<file path="src/hdl/tppwm_pkg.sv">
// Purpose: Constants, field layouts and carrier types for the three-phase PWM timing unit
// Assumes: 32-bit classic Wishbone register access, one aligned word per register
// Notes: Outputs active high, counters run at the instruction rate clock
//
// Contract
// Dead time between complementary pair edges
// Dead time equals register times two clocks
// Dead-time register is ten bits wide
// Zero dead time inserts no delay
// Mode bit 6 selects single/double update
// Reset clears mode bit, single update
// Single mode: one sync latches all values
// Sync edge copies segment control to output
// Double mode: extra mid-period sync latch
// Status bit 3 shows second half
// Sync pulse lasts width plus one
// Sync width resets to 0x27
// Three duty registers, one per phase
// Pulses centred about mid period
// Dead time shifts every edge equally
// Single mode on-time formulas, both sides
// On-times clamped between zero and period
// Double mode sums both half contributions
// No output until period and duties written
// Single mode first sync after 1.5 periods
// Double mode first sync after one period
// Period register counts half-period clocks
// Short pulse dropped, complement held on
// Six active-high outputs, three pairs
// Writes shadowed until next sync edge

package tppwm_pkg;

   // ------------------------------------------------------------
   // Register byte offsets
   // ------------------------------------------------------------
   localparam logic [7:0] ADR_HALF_PERIOD = 8'h00;
   localparam logic [7:0] ADR_DEAD_TIME = 8'h04;
   localparam logic [7:0] ADR_MIN_PULSE = 8'h08;
   localparam logic [7:0] ADR_SYNC_WIDTH = 8'h0C;
   localparam logic [7:0] ADR_DUTY_A = 8'h10;
   localparam logic [7:0] ADR_DUTY_B = 8'h14;
   localparam logic [7:0] ADR_DUTY_C = 8'h18;
   localparam logic [7:0] ADR_SEGMENT = 8'h1C;
   localparam logic [7:0] ADR_MODE_CTRL = 8'h20;
   localparam logic [7:0] ADR_SYS_STATUS = 8'h24;

   // ------------------------------------------------------------
   // Field positions and reset values
   // ------------------------------------------------------------
   localparam int MODE_DOUBLE_BIT = 6;
   localparam int STAT_RUN_BIT = 0;
   localparam int STAT_WAIT_BIT = 1;
   localparam int STAT_HALF_BIT = 3;
   localparam logic [15:0] HALF_PERIOD_RST = 16'h0000;
   localparam logic [9:0] DEAD_TIME_RST = 10'h000;
   localparam logic [15:0] MIN_PULSE_RST = 16'h0000;
   localparam logic [7:0] SYNC_WIDTH_RST = 8'h27;
   localparam logic [15:0] DUTY_RST = 16'h0000;
   localparam logic [8:0] SEGMENT_RST = 9'h000;
   localparam int NUM_PHASES = 3;

   // ------------------------------------------------------------
   // Carrier types
   // ------------------------------------------------------------
   typedef struct packed {
      logic [15:0] tm;
      logic [9:0] dt;
      logic [15:0] pd;
      logic [7:0] sw;
      logic [2:0][15:0] duty;
      logic [8:0] seg;
      logic dbl;
   } tppwm_cfg_t;

   typedef struct packed {
      logic phase_a_high_out;
      logic phase_a_low_out;
      logic phase_b_high_out;
      logic phase_b_low_out;
      logic phase_c_high_out;
      logic phase_c_low_out;
   } tppwm_out_t;

   typedef enum logic [2:0] {
      ST_IDLE = 3'b001,
      ST_WAIT = 3'b010,
      ST_RUN = 3'b100
   } tppwm_state_t;

endpackage

</file>
<file path="src/hdl/tppwm_timing_unit.sv">
// Purpose: Three-phase centre-based PWM timing unit with dead time and sync pulse
// Assumes: clk is the instruction rate clock, rst synchronous active high
// Notes: Registers reached over classic Wishbone; outputs are registered

`timescale 1ns/1ps
`default_nettype none

module tppwm_timing_unit
(
   // Clock and reset
   input wire logic clk,
   input wire logic rst,
   // Wishbone slave
   input wire logic wb_cyc_i,
   input wire logic wb_stb_i,
   input wire logic wb_we_i,
   input wire logic [7:0] wb_adr_i,
   input wire logic [3:0] wb_sel_i,
   input wire logic [31:0] wb_dat_i,
   output logic [31:0] wb_dat_o,
   output logic wb_ack_o,
   // Timing unit outputs
   output tppwm_pkg::tppwm_out_t pwm_out,
   output logic period_sync_pulse,
   output logic [8:0] output_segment_active,
   output logic half_cycle
);

   // ------------------------------------------------------------
   // Declarations
   // ------------------------------------------------------------
   tppwm_pkg::tppwm_cfg_t shd;
   tppwm_pkg::tppwm_cfg_t act;
   tppwm_pkg::tppwm_state_t state;
   logic [3:0] written;
   logic [16:0] start_cnt;
   logic [16:0] start_delay;
   logic [15:0] pos;
   logic end_of_half;
   logic latch;
   logic [7:0] sync_cnt;
   logic bus_req;
   logic wr_en;
   logic [7:0] adr_word;
   logic [31:0] next_rdata;
   logic [31:0] next_wdat;
   logic [2:0] next_hi;
   logic [2:0] next_lo;

   // Byte-lane merge of a write into a register word
   function automatic logic [31:0] merge_sel(input logic [31:0] old_v, input logic [31:0] new_v,
                                             input logic [3:0] sel);
      logic [31:0] res;
      res = old_v;
      for (int i = 0; i < 4; i++)
      begin
         if (sel[i])
         begin
            res[i*8 +: 8] = new_v[i*8 +: 8];
         end
      end
      return res;
   endfunction

   // Clamp a signed on-time into zero..half period
   function automatic logic [16:0] clamp_on(input logic signed [17:0] v, input logic [15:0] tm);
      logic [16:0] res;
      res = 17'h00000;
      if (v < 18'sh00000)
      begin
         res = 17'h00000;
      end
      else if (v > $signed({2'b00, tm}))
      begin
         res = {1'b0, tm};
      end
      else
      begin
         res = v[16:0];
      end
      return res;
   endfunction

   // ------------------------------------------------------------
   // Wishbone slave
   // ------------------------------------------------------------
   assign bus_req = wb_cyc_i & wb_stb_i;
   assign adr_word = {wb_adr_i[7:2], 2'b00};
   // Write takes effect at the edge the master sees ack
   assign wr_en = bus_req & wb_we_i & wb_ack_o;

   // Ack one cycle after the request, dropped the cycle after
   always_ff @(posedge clk)
   begin
      if (rst)
      begin
         wb_ack_o <= 1'b0;
      end
      else
      begin
         wb_ack_o <= bus_req & ~wb_ack_o;
      end
   end

   // Read decode; unmapped words read as zero
   always_comb
   begin
      next_rdata = 32'h00000000;
      if (adr_word == tppwm_pkg::ADR_HALF_PERIOD)
      begin
         next_rdata[15:0] = shd.tm;
      end
      else if (adr_word == tppwm_pkg::ADR_DEAD_TIME)
      begin
         next_rdata[9:0] = shd.dt;
      end
      else if (adr_word == tppwm_pkg::ADR_MIN_PULSE)
      begin
         next_rdata[15:0] = shd.pd;
      end
      else if (adr_word == tppwm_pkg::ADR_SYNC_WIDTH)
      begin
         next_rdata[7:0] = shd.sw;
      end
      else if (adr_word == tppwm_pkg::ADR_DUTY_A)
      begin
         next_rdata[15:0] = shd.duty[0];
      end
      else if (adr_word == tppwm_pkg::ADR_DUTY_B)
      begin
         next_rdata[15:0] = shd.duty[1];
      end
      else if (adr_word == tppwm_pkg::ADR_DUTY_C)
      begin
         next_rdata[15:0] = shd.duty[2];
      end
      else if (adr_word == tppwm_pkg::ADR_SEGMENT)
      begin
         next_rdata[8:0] = shd.seg;
      end
      else if (adr_word == tppwm_pkg::ADR_MODE_CTRL)
      begin
         next_rdata[tppwm_pkg::MODE_DOUBLE_BIT] = shd.dbl;
      end
      else if (adr_word == tppwm_pkg::ADR_SYS_STATUS)
      begin
         // half status
         next_rdata[tppwm_pkg::STAT_HALF_BIT] = half_cycle;
         next_rdata[tppwm_pkg::STAT_RUN_BIT] = (state == tppwm_pkg::ST_RUN);
         next_rdata[tppwm_pkg::STAT_WAIT_BIT] = (state == tppwm_pkg::ST_WAIT);
      end
   end

   // Write word merged over the addressed register's current value
   assign next_wdat = merge_sel(next_rdata, wb_dat_i, wb_sel_i);

   // Read data captured as the ack is raised
   always_ff @(posedge clk)
   begin
      if (rst)
      begin
         wb_dat_o <= 32'h00000000;
      end
      else if (bus_req & ~wb_ack_o & ~wb_we_i)
      begin
         wb_dat_o <= next_rdata;
      end
   end

   // ------------------------------------------------------------
   // Shadow registers
   // ------------------------------------------------------------
   // writes land in shadow only; R03 ten-bit dead time; R06 R12 reset values
   always_ff @(posedge clk)
   begin
      if (rst)
      begin
         shd.tm <= tppwm_pkg::HALF_PERIOD_RST;
         shd.dt <= tppwm_pkg::DEAD_TIME_RST;
         shd.pd <= tppwm_pkg::MIN_PULSE_RST;
         shd.sw <= tppwm_pkg::SYNC_WIDTH_RST;
         shd.duty <= {tppwm_pkg::DUTY_RST, tppwm_pkg::DUTY_RST, tppwm_pkg::DUTY_RST};
         shd.seg <= tppwm_pkg::SEGMENT_RST;
         shd.dbl <= 1'b0;
      end
      else if (wr_en)
      begin
         if (adr_word == tppwm_pkg::ADR_HALF_PERIOD)
         begin
            shd.tm <= next_wdat[15:0];
         end
         else if (adr_word == tppwm_pkg::ADR_DEAD_TIME)
         begin
            shd.dt <= next_wdat[9:0];
         end
         else if (adr_word == tppwm_pkg::ADR_MIN_PULSE)
         begin
            shd.pd <= next_wdat[15:0];
         end
         else if (adr_word == tppwm_pkg::ADR_SYNC_WIDTH)
         begin
            shd.sw <= next_wdat[7:0];
         end
         else if (adr_word == tppwm_pkg::ADR_DUTY_A)
         begin
            shd.duty[0] <= next_wdat[15:0];
         end
         else if (adr_word == tppwm_pkg::ADR_DUTY_B)
         begin
            shd.duty[1] <= next_wdat[15:0];
         end
         else if (adr_word == tppwm_pkg::ADR_DUTY_C)
         begin
            shd.duty[2] <= next_wdat[15:0];
         end
         else if (adr_word == tppwm_pkg::ADR_SEGMENT)
         begin
            shd.seg <= next_wdat[8:0];
         end
         else if (adr_word == tppwm_pkg::ADR_MODE_CTRL)
         begin
            // mode select bit
            shd.dbl <= next_wdat[tppwm_pkg::MODE_DOUBLE_BIT];
         end
      end
   end

   // Marks for period and the three duty registers
   always_ff @(posedge clk)
   begin
      if (rst)
      begin
         written <= 4'h0;
      end
      else if (wr_en)
      begin
         if (adr_word == tppwm_pkg::ADR_HALF_PERIOD)
         begin
            written[0] <= 1'b1;
         end
         else if (adr_word == tppwm_pkg::ADR_DUTY_A)
         begin
            written[1] <= 1'b1;
         end
         else if (adr_word == tppwm_pkg::ADR_DUTY_B)
         begin
            written[2] <= 1'b1;
         end
         else if (adr_word == tppwm_pkg::ADR_DUTY_C)
         begin
            written[3] <= 1'b1;
         end
      end
   end

   // ------------------------------------------------------------
   // Start-up and period sequencing
   // ------------------------------------------------------------
   // first-sync delay, less the cycle spent in idle
   always_comb
   begin
      if (shd.dbl)
      begin
         start_delay = {1'b0, shd.tm};
      end
      else
      begin
         start_delay = 17'({1'b0, shd.tm} + {2'b00, shd.tm[15:1]});
      end
   end

   // half-period position counter wraps at the period count
   assign end_of_half = (17'({1'b0, pos} + 17'h00001) >= {1'b0, act.tm});
   // latch at period start, and at mid period in double mode
   assign latch = ((state == tppwm_pkg::ST_WAIT) && (start_cnt == 17'h00000))
                  || ((state == tppwm_pkg::ST_RUN) && end_of_half && (half_cycle || shd.dbl));

   // idle until period and duties are written, then wait, then run
   always_ff @(posedge clk)
   begin
      if (rst)
      begin
         state <= tppwm_pkg::ST_IDLE;
         start_cnt <= 17'h00000;
      end
      else
      begin
         case (state)
            tppwm_pkg::ST_IDLE:
            begin
               if (&written)
               begin
                  state <= tppwm_pkg::ST_WAIT;
                  start_cnt <= (start_delay > 17'h00001) ? 17'(start_delay - 17'h00002) : 17'h00000;
               end
            end
            tppwm_pkg::ST_WAIT:
            begin
               if (start_cnt == 17'h00000)
               begin
                  state <= tppwm_pkg::ST_RUN;
               end
               else
               begin
                  start_cnt <= 17'(start_cnt - 17'h00001);
               end
            end
            tppwm_pkg::ST_RUN:
            begin
               state <= tppwm_pkg::ST_RUN;
            end
            default:
            begin
               state <= tppwm_pkg::ST_IDLE;
            end
         endcase
      end
   end

   // Position and half flag; R10 clear in first half, set in second
   always_ff @(posedge clk)
   begin
      if (rst)
      begin
         pos <= 16'h0000;
         half_cycle <= 1'b0;
      end
      else if (latch)
      begin
         pos <= 16'h0000;
         half_cycle <= (state == tppwm_pkg::ST_RUN) ? ~half_cycle : 1'b0;
      end
      else if ((state == tppwm_pkg::ST_RUN) && end_of_half)
      begin
         pos <= 16'h0000;
         half_cycle <= ~half_cycle;
      end
      else if (state == tppwm_pkg::ST_RUN)
      begin
         pos <= 16'(pos + 16'h0001);
      end
   end

   // shadow copied to active set on each sync edge
   always_ff @(posedge clk)
   begin
      if (rst)
      begin
         act <= '0;
         act.sw <= tppwm_pkg::SYNC_WIDTH_RST;
      end
      else if (latch)
      begin
         act <= shd;
      end
   end

   assign output_segment_active = act.seg;

   // sync pulse lasts width plus one clock
   always_ff @(posedge clk)
   begin
      if (rst)
      begin
         period_sync_pulse <= 1'b0;
         sync_cnt <= 8'h00;
      end
      else if (latch)
      begin
         period_sync_pulse <= 1'b1;
         sync_cnt <= shd.sw;
      end
      else if (sync_cnt != 8'h00)
      begin
         sync_cnt <= 8'(sync_cnt - 8'h01);
      end
      else
      begin
         period_sync_pulse <= 1'b0;
      end
   end

   // ------------------------------------------------------------
   // Per-phase waveform generation
   // ------------------------------------------------------------
   for (genvar g = 0; g < tppwm_pkg::NUM_PHASES; g++)
   begin : g_phase
      logic signed [17:0] raw_hi;
      logic signed [17:0] raw_lo;
      logic [16:0] on_hi;
      logic [16:0] on_lo;
      logic [16:0] eff_hi;
      logic [16:0] eff_lo;

      // each edge moved by dead time from duty instant
      assign raw_hi = $signed({2'b00, act.duty[g]}) - $signed({8'h00, act.dt});
      assign raw_lo = $signed({2'b00, act.tm}) - $signed({2'b00, act.duty[g]}) - $signed({8'h00, act.dt});
      // clamp to zero..half period
      assign on_hi = clamp_on(raw_hi, act.tm);
      assign on_lo = clamp_on(raw_lo, act.tm);

      // short pulse dropped, complement held on
      always_comb
      begin
         eff_hi = on_hi;
         eff_lo = on_lo;
         if (on_hi < {1'b0, act.pd})
         begin
            eff_hi = 17'h00000;
            eff_lo = {1'b0, act.tm};
         end
         else if (on_lo < {1'b0, act.pd})
         begin
            eff_lo = 17'h00000;
            eff_hi = {1'b0, act.tm};
         end
      end

      // high centred on period middle, halves use own values
      always_comb
      begin
         if (state != tppwm_pkg::ST_RUN)
         begin
            next_hi[g] = 1'b0;
            next_lo[g] = 1'b0;
         end
         else if (!half_cycle)
         begin
            next_hi[g] = ({1'b0, pos} >= 17'({1'b0, act.tm} - eff_hi));
            next_lo[g] = ({1'b0, pos} < eff_lo);
         end
         else
         begin
            next_hi[g] = ({1'b0, pos} < eff_hi);
            next_lo[g] = ({1'b0, pos} >= 17'({1'b0, act.tm} - eff_lo));
         end
      end
   end

   // registered active-high pairs, off until running
   always_ff @(posedge clk)
   begin
      if (rst)
      begin
         pwm_out <= '0;
      end
      else
      begin
         pwm_out.phase_a_high_out <= next_hi[0];
         pwm_out.phase_a_low_out <= next_lo[0];
         pwm_out.phase_b_high_out <= next_hi[1];
         pwm_out.phase_b_low_out <= next_lo[1];
         pwm_out.phase_c_high_out <= next_hi[2];
         pwm_out.phase_c_low_out <= next_lo[2];
      end
   end

   logic [8:0] sync_len;

   // Counts high cycles of the sync pulse
   always_ff @(posedge clk)
   begin
      if (rst)
      begin
         sync_len <= 9'h000;
      end
      else if (period_sync_pulse)
      begin
         sync_len <= 9'(sync_len + 9'h001);
      end
      else
      begin
         sync_len <= 9'h000;
      end
   end
endmodule

`default_nettype wire

</file>
<file path="config.mk">
export PLATFORM = sky130hd
export DESIGN_NAME = tppwm_timing_unit
export DESIGN_NICKNAME = d
export VERILOG_FILES = /design/src/hdl/tppwm_pkg.sv /design/src/hdl/tppwm_timing_unit.sv
export SDC_FILE = /design/constraint.sdc
export NUM_CORES = 2
export LEC_CHECK = 0
export BUFFER_PORTS_ARGS = -buffer_cell sky130_fd_sc_hd__buf_2
export CORE_MARGIN = 4
export CORE_UTILIZATION = 59
export CTS_CLUSTER_SIZE = 28
export DETAILED_ROUTE_END_ITERATION = 8
export PLACE_DENSITY = 0.79
export SETUP_SLACK_MARGIN = 0.15
export SLEW_MARGIN = 10
export SYNTH_ARGS = -nofsm -noshare
export SYNTH_HDL_FRONTEND = slang
export SYNTH_SLANG_ARGS = --single-unit
</file>
<file path="constraint.sdc">
create_clock -name clk -period 12.2 [get_ports clk]
set_input_delay 2.44 -clock clk [delete_from_list [all_inputs] [get_ports clk]]
set_output_delay 2.44 -clock clk [all_outputs]
set_load 0.05 [all_outputs]
</file>
Word level (Yosys, flattened, before mapping):

Cells that the tools add are included.
Widths: inputs -> output; s select.

* mux-type cells: 68
* bitwise gates (word level): 16
* $add $sub $neg: 21
* reductions and logical operators: 28
* $lt $le $gt $ge: 32
* eq/ne operators: 17

Operator list (count)
* $mux 17: 28
* $ge 16x17->1: 6
* $lt 16x17->1: 6
* $lt 17x16->1: 6
* $sub 16x17->17: 6
* $mux 16: 4
* $gt 18x17->1: 3
* $lt 18x1->1 const B: 3
* $sub 17x11->18: 3
* $gt 17x17->1: 3
* $lt 17x1->1 const B: 3
* $sub 16x10->17: 3
* $sub 16x16->17: 3
* $mux 8: 6
* $pmux 17 s2: 1
* $eq 6x3->1 const B: 4
* $add 16x1->17 const B: 1
* $add 16x15->17: 1
* $ge 17x16->1: 1
* $gt 17x1->1 const B: 1
* $logic_not 17->1: 1
* $mux 1: 17
* $sub 17x1->17 const B: 1
* $sub 17x2->17 const B: 1
* 36 further kinds: 70

* word-level logic and storage cells: 216
* register bits: 280

Depth between registers and ports, before layout:

* depth in word-level cells: 12
* gate-level depth with buffers: 67
* gate-level depth less buffers: 63

Worst setup path after synthesis:

OpenSTA, ideal clock, no wires.

* path type: reg2reg
* start: reg act[92] (netlist bit)
* end: reg pwm_out[3] (netlist bit)
* cell stages (with the launch flop): 60
* setup slack: 42 ps
* required time: 12122 ps
* data arrival time: 12080 ps
* cells stage by stage: dfxtp_1 > clkbuf_1 > clkinv_1 > ha_1 > fa_1 > nor2b_1 > o31a_1 > o21ai_0 > xnor2_1 > ha_1 > or4_1 > a211o_1 > a22oi_1 > nand2_1 > xor2_1 > ha_1 > o21a_1 > o21ai_0 > (+24 left out) > a21o_1 > nand2_1 > a21boi_0 > o21ai_0 > nand2b_1 > a21o_1 > a21o_1 > a21o_1 > a21o_1 > a21o_1 > a21o_1 > xnor2_1 > ha_1 > nand4_1 > nor4_1 > a211oi_1 > o32a_1 > nor3_1

* longest elaborated chain between the ends: 11
* elaborated cells on any way between the ends: 17
* classes of those cells: add/sub: 3; order compare: 7; mux: 7

RTL lines
* start, declared: RTL line tppwm_timing_unit.sv:33 `tppwm_pkg::tppwm_cfg_t act;`
* $sub 16x16->17: RTL line tppwm_timing_unit.sv:397 `assign raw_lo = $signed({2'b00, act.tm}) - $signed({2'b00, act.duty[g]}) - $signed({8'h00, act.dt});`
* $sub 17x11->18: RTL line tppwm_timing_unit.sv:397
* $gt 18x17->1: RTL line tppwm_timing_unit.sv:73 `else if (v > $signed({2'b00, tm}))`
* $mux 17: RTL line tppwm_timing_unit.sv:73
* $mux 17: RTL line tppwm_timing_unit.sv:69 `if (v < 18'sh00000)`
* $lt 17x16->1: RTL line tppwm_timing_unit.sv:412 `else if (on_lo < {1'b0, act.pd})`
* $mux 17: RTL line tppwm_timing_unit.sv:412
* $mux 17: RTL line tppwm_timing_unit.sv:407 `if (on_hi < {1'b0, act.pd})`
* $sub 16x17->17: RTL line tppwm_timing_unit.sv:429 `next_hi[g] = ({1'b0, pos} >= 17'({1'b0, act.tm} - eff_hi));`
* $ge 16x17->1: RTL line tppwm_timing_unit.sv:429
* $mux 1 (*): RTL line tppwm_timing_unit.sv:427 `else if (!half_cycle)`
* end, declared: RTL line tppwm_timing_unit.sv:23 `output tppwm_pkg::tppwm_out_t pwm_out,`

Every way passes the cells marked *; elsewhere a longest branch is shown, timed or not.
A chain may end at the register's enable or synchronous reset.

Worst setup path in the final report:

* start: reg act[94] (netlist bit)
* end: reg pwm_out[3] (netlist bit)

The elaborated chain is that of the path after synthesis.

==> impl_metrics.tcl <==
set metrics [dict create \
    setup_violations 0 \
    cts_tree "yes" \
    holdWs_ns 0.452 \
    fin_cells 5511 \
    postRouteAntennaNets 0 \
    hold_path.class "register to register" \
    end_kind "register" \
    via_per_inst 6.45 \
    holdBufCountCts 0 \
    placedCellCount 5423 \
    clock_skew_ns 0.0242 \
    fin_area_sq_mm 0.0378 \
    slowest_delay_ns 0.50 \
    synth_top_flop_cell "dfxtp_1" \
    synth_cell_types 104 \
    gr-usage-all-layers 0.361 \
    synth-edff-count 0 \
    final_cell_mix "nand2_1 (625), ha_1 (583), a21oi_1 (485), nor2_1 (421), dfxtp_1 (276)" \
    wl_per_cell_um 22.0 \
    yosysWarnings 0 \
    worstSetupPathType "register to register" \
    cp.arrival_ns 12.26 \
    clkTransAtPathRegs_ns 0.06 \
    synthesis.area_sq_mm 0.0348 \
    core_sq_mm 0.0580 \
    finalCriticalPeriod_ns 11.77 \
    timing.final.crit_share 0.965 \
    peakVddDrop_v 0.000115 \
    chipWidth_um 251 \
    powerDensity_mw_per_mm2 55.3 \
    worst_slew_pin_slew_ns 1.09 \
    max_freq_ghz 0.0850 \
    rr_worst_depth 57 \
    clock-root-buffer "clkbuf_16" \
    slowest_stage "dfxtp_1" \
    slew_violations 0 \
    final-hold-violation-count 0 \
    ios 99 \
    grt_pass1_vias 32600 \
    yosysSeqAreaShare 0.161 \
    drtPass1Iterations 8 \
    cts.htree.levels 1 \
    place_hpwl_mm 91.3 \
    hold_depth 2 \
    hold-path-endpoint "act[89]" \
    regToRegEndpoint "pwm_out[3]" \
    nets 5371 \
    r2r_slack_ns 0.43 \
    crit_top_cell "a21o_1" \
    routed_wl_mm 121 \
    grt_pass1_wl_mm 183 \
    p_leak_nw 16.4 \
    r2r-start "act[94]" \
    drtIter0Drc 3969 \
    place_congestion 1.05 \
    dpl_cell_area_sq_mm 0.0361 \
    grt-ovfl-total 0 \
    crit_path_start_kind "register" \
    grt_max_degree 100 \
    die_h_um 251 \
    clkSinkCount 280 \
    synth_seq_cells 280 \
    start_util 0.600 \
    slew_headroom 0.271 \
    synthArstFlopShare 0 \
    rsz0062_at_grt "true" \
    status "complete, no violations" \
    postSynthAreaPerCell_sq_um 7.40 \
    diodes 0 \
    clk_latency_ns 0.60 \
    drc_errors 0 \
    min_from "act[89]" \
    critPathRequiredTime_ns 12.69 \
    clockBufferDepth 3 \
    layout_commonest_cell "nand2_1" \
    synthCells 4700 \
    portBuffers 62 \
    die_area_sq_mm 0.0629 \
    drive_gt1_frac 0.0839 \
    antenna_found_initial 0 \
    vias 35600 \
    syn_to_final_growth_pct 8.68 \
    cts_buffers 31 \
    drv_cap 0 \
    path_max_fanout 7 \
    tns_ns 0 \
    row_count 88 \
]
worst max path at each step:
stage | startpoint | end | cells past startpoint
finish | act[94] | pwm_out[3] | 57
global route | act[94] | pwm_out[3] | 58
CTS | act[27] | pwm_out[3] | 58
detailed placement | act[92] | pwm_out[4] | 52
global placement | act[92] | pwm_out[5] | 57
floorplan | act[92] | pwm_out[5] | 63
registers in the layout, indices dropped and copies added (netlist names):
name / cells
pos: 16
start_cnt: 17
state: 3
wb_dat_o: 16
shd: 108
written: 4
sync_cnt: 8
output_segment_active: 9
period_sync_pulse: 1
act: 90
wb_ack_o: 1
pwm_out: 6
half_cycle: 1
logic make-up (layout without fill, tap and decap cells):
group,count (synthesis),count (layout),share of synthesized area
compound gates,1378,1378,0.254
xor+xnor,235,235,0.0592
fa+ha+maj,607,607,0.221
simple gates,1631,1631,0.215
other cells,1,16,0.000108
mux,125,125,0.0380
flops,280,280,0.161
buf+inv,443,474,0.0509
metal layers:
layer,share of wire,wire [um],global-route usage,vias to the layer above
met5,0,0,0,-
met4,0.080,9710,0.231,0
met3,0.097,11800,0.0574,451
met2,0.42,50600,0.554,1849
met1,0.40,49000,0.473,16300
li1,-,-,-,17000
where the power goes:
group | total, mW | leakage [nW] | internal [mW] | switching, mW
Combinational | 0.145 | 13.7 | 0.0480 | 0.0971
Clock | 1.01 | 0.526 | 0.591 | 0.420
Sequential | 0.933 | 2.26 | 0.925 | 0.00837
per-stage QoR:
| stage | utilization | power (mW) | setup slack (ns) |
|---|---|---|---|
| 6_report | 0.652 | 2.09 | 0.432 |
| 2_1_floorplan | - | 1.07 | 0.216 |
| 3_3_place_gp | 0.622 | 1.09 | 0.00905 |
| 5_1_grt | 0.652 | 2.15 | -0.136 |
| 3_5_place_dp | 0.622 | 1.10 | -0.195 |
| 4_1_cts | 0.642 | 2.09 | 0.184 |
worst max-delay path: cells and delay by family, from the launching register on:
kind,cells,cell delay (ns)
buf+inv,2,0.24
mux,1,0.20
flops,1,0.50
xor+xnor,3,0.49
compound gates,33,6.52
fa+ha+maj,7,1.97
simple gates,11,1.71
cells in the mapped netlist, types with 13 or more instances:
| cell | n | area, sq um |
|---|---|---|
| and3_1 | 34 | 213 |
| nand2b_1 | 67 | 419 |
| o21ai_0 | 211 | 1060 |
| nor4_1 | 38 | 238 |
| a21oi_1 | 493 | 2470 |
| a211oi_1 | 80 | 601 |
| nand3_1 | 66 | 330 |
| nor2b_1 | 82 | 513 |
| xnor2_1 | 159 | 1390 |
| buf_4 | 25 | 188 |
| fa_1 | 16 | 320 |
| a31oi_1 | 44 | 275 |
| o21bai_1 | 44 | 330 |
| nand2_1 | 625 | 2350 |
| nand4_1 | 85 | 532 |
| mux2_2 | 20 | 225 |
| mux2i_1 | 99 | 991 |
| a21o_1 | 156 | 1170 |
| xor2_1 | 76 | 666 |
| nor3_1 | 94 | 470 |
| buf_1 | 14 | 52.6 |
| a211o_1 | 19 | 166 |
| a21boi_0 | 13 | 97.6 |
| a22oi_1 | 19 | 143 |
| o211ai_1 | 34 | 255 |
| ha_1 | 583 | 7290 |
| nor2_1 | 428 | 1610 |
| and2_1 | 20 | 125 |
| clkbuf_1 | 182 | 683 |
| o31ai_1 | 29 | 218 |
| or3_1 | 26 | 163 |
| o21a_1 | 74 | 556 |
| dfxtp_1 | 280 | 5610 |
| inv_1 | 209 | 785 |
layout make-up:
cell class                      count  area, sq um
Multi-Input combinational cell   3992        27900
Fill cell                        5026        20200
Sequential cell                   280         5610
Timing Repair Buffer              201         1410
Tap cell                          765          957
Clock buffer                       42          877
Inverter                          217          822
Clock inverter                     14          213
repair_timing:
item                       CTS  global route
setup endpoints to repair    4             6
setup buffers                1            30
gates resized for setup      8            83
pin swaps                    1            30
gates cloned                 0             1
Note: power is estimated with default switching activity, not from simulation.
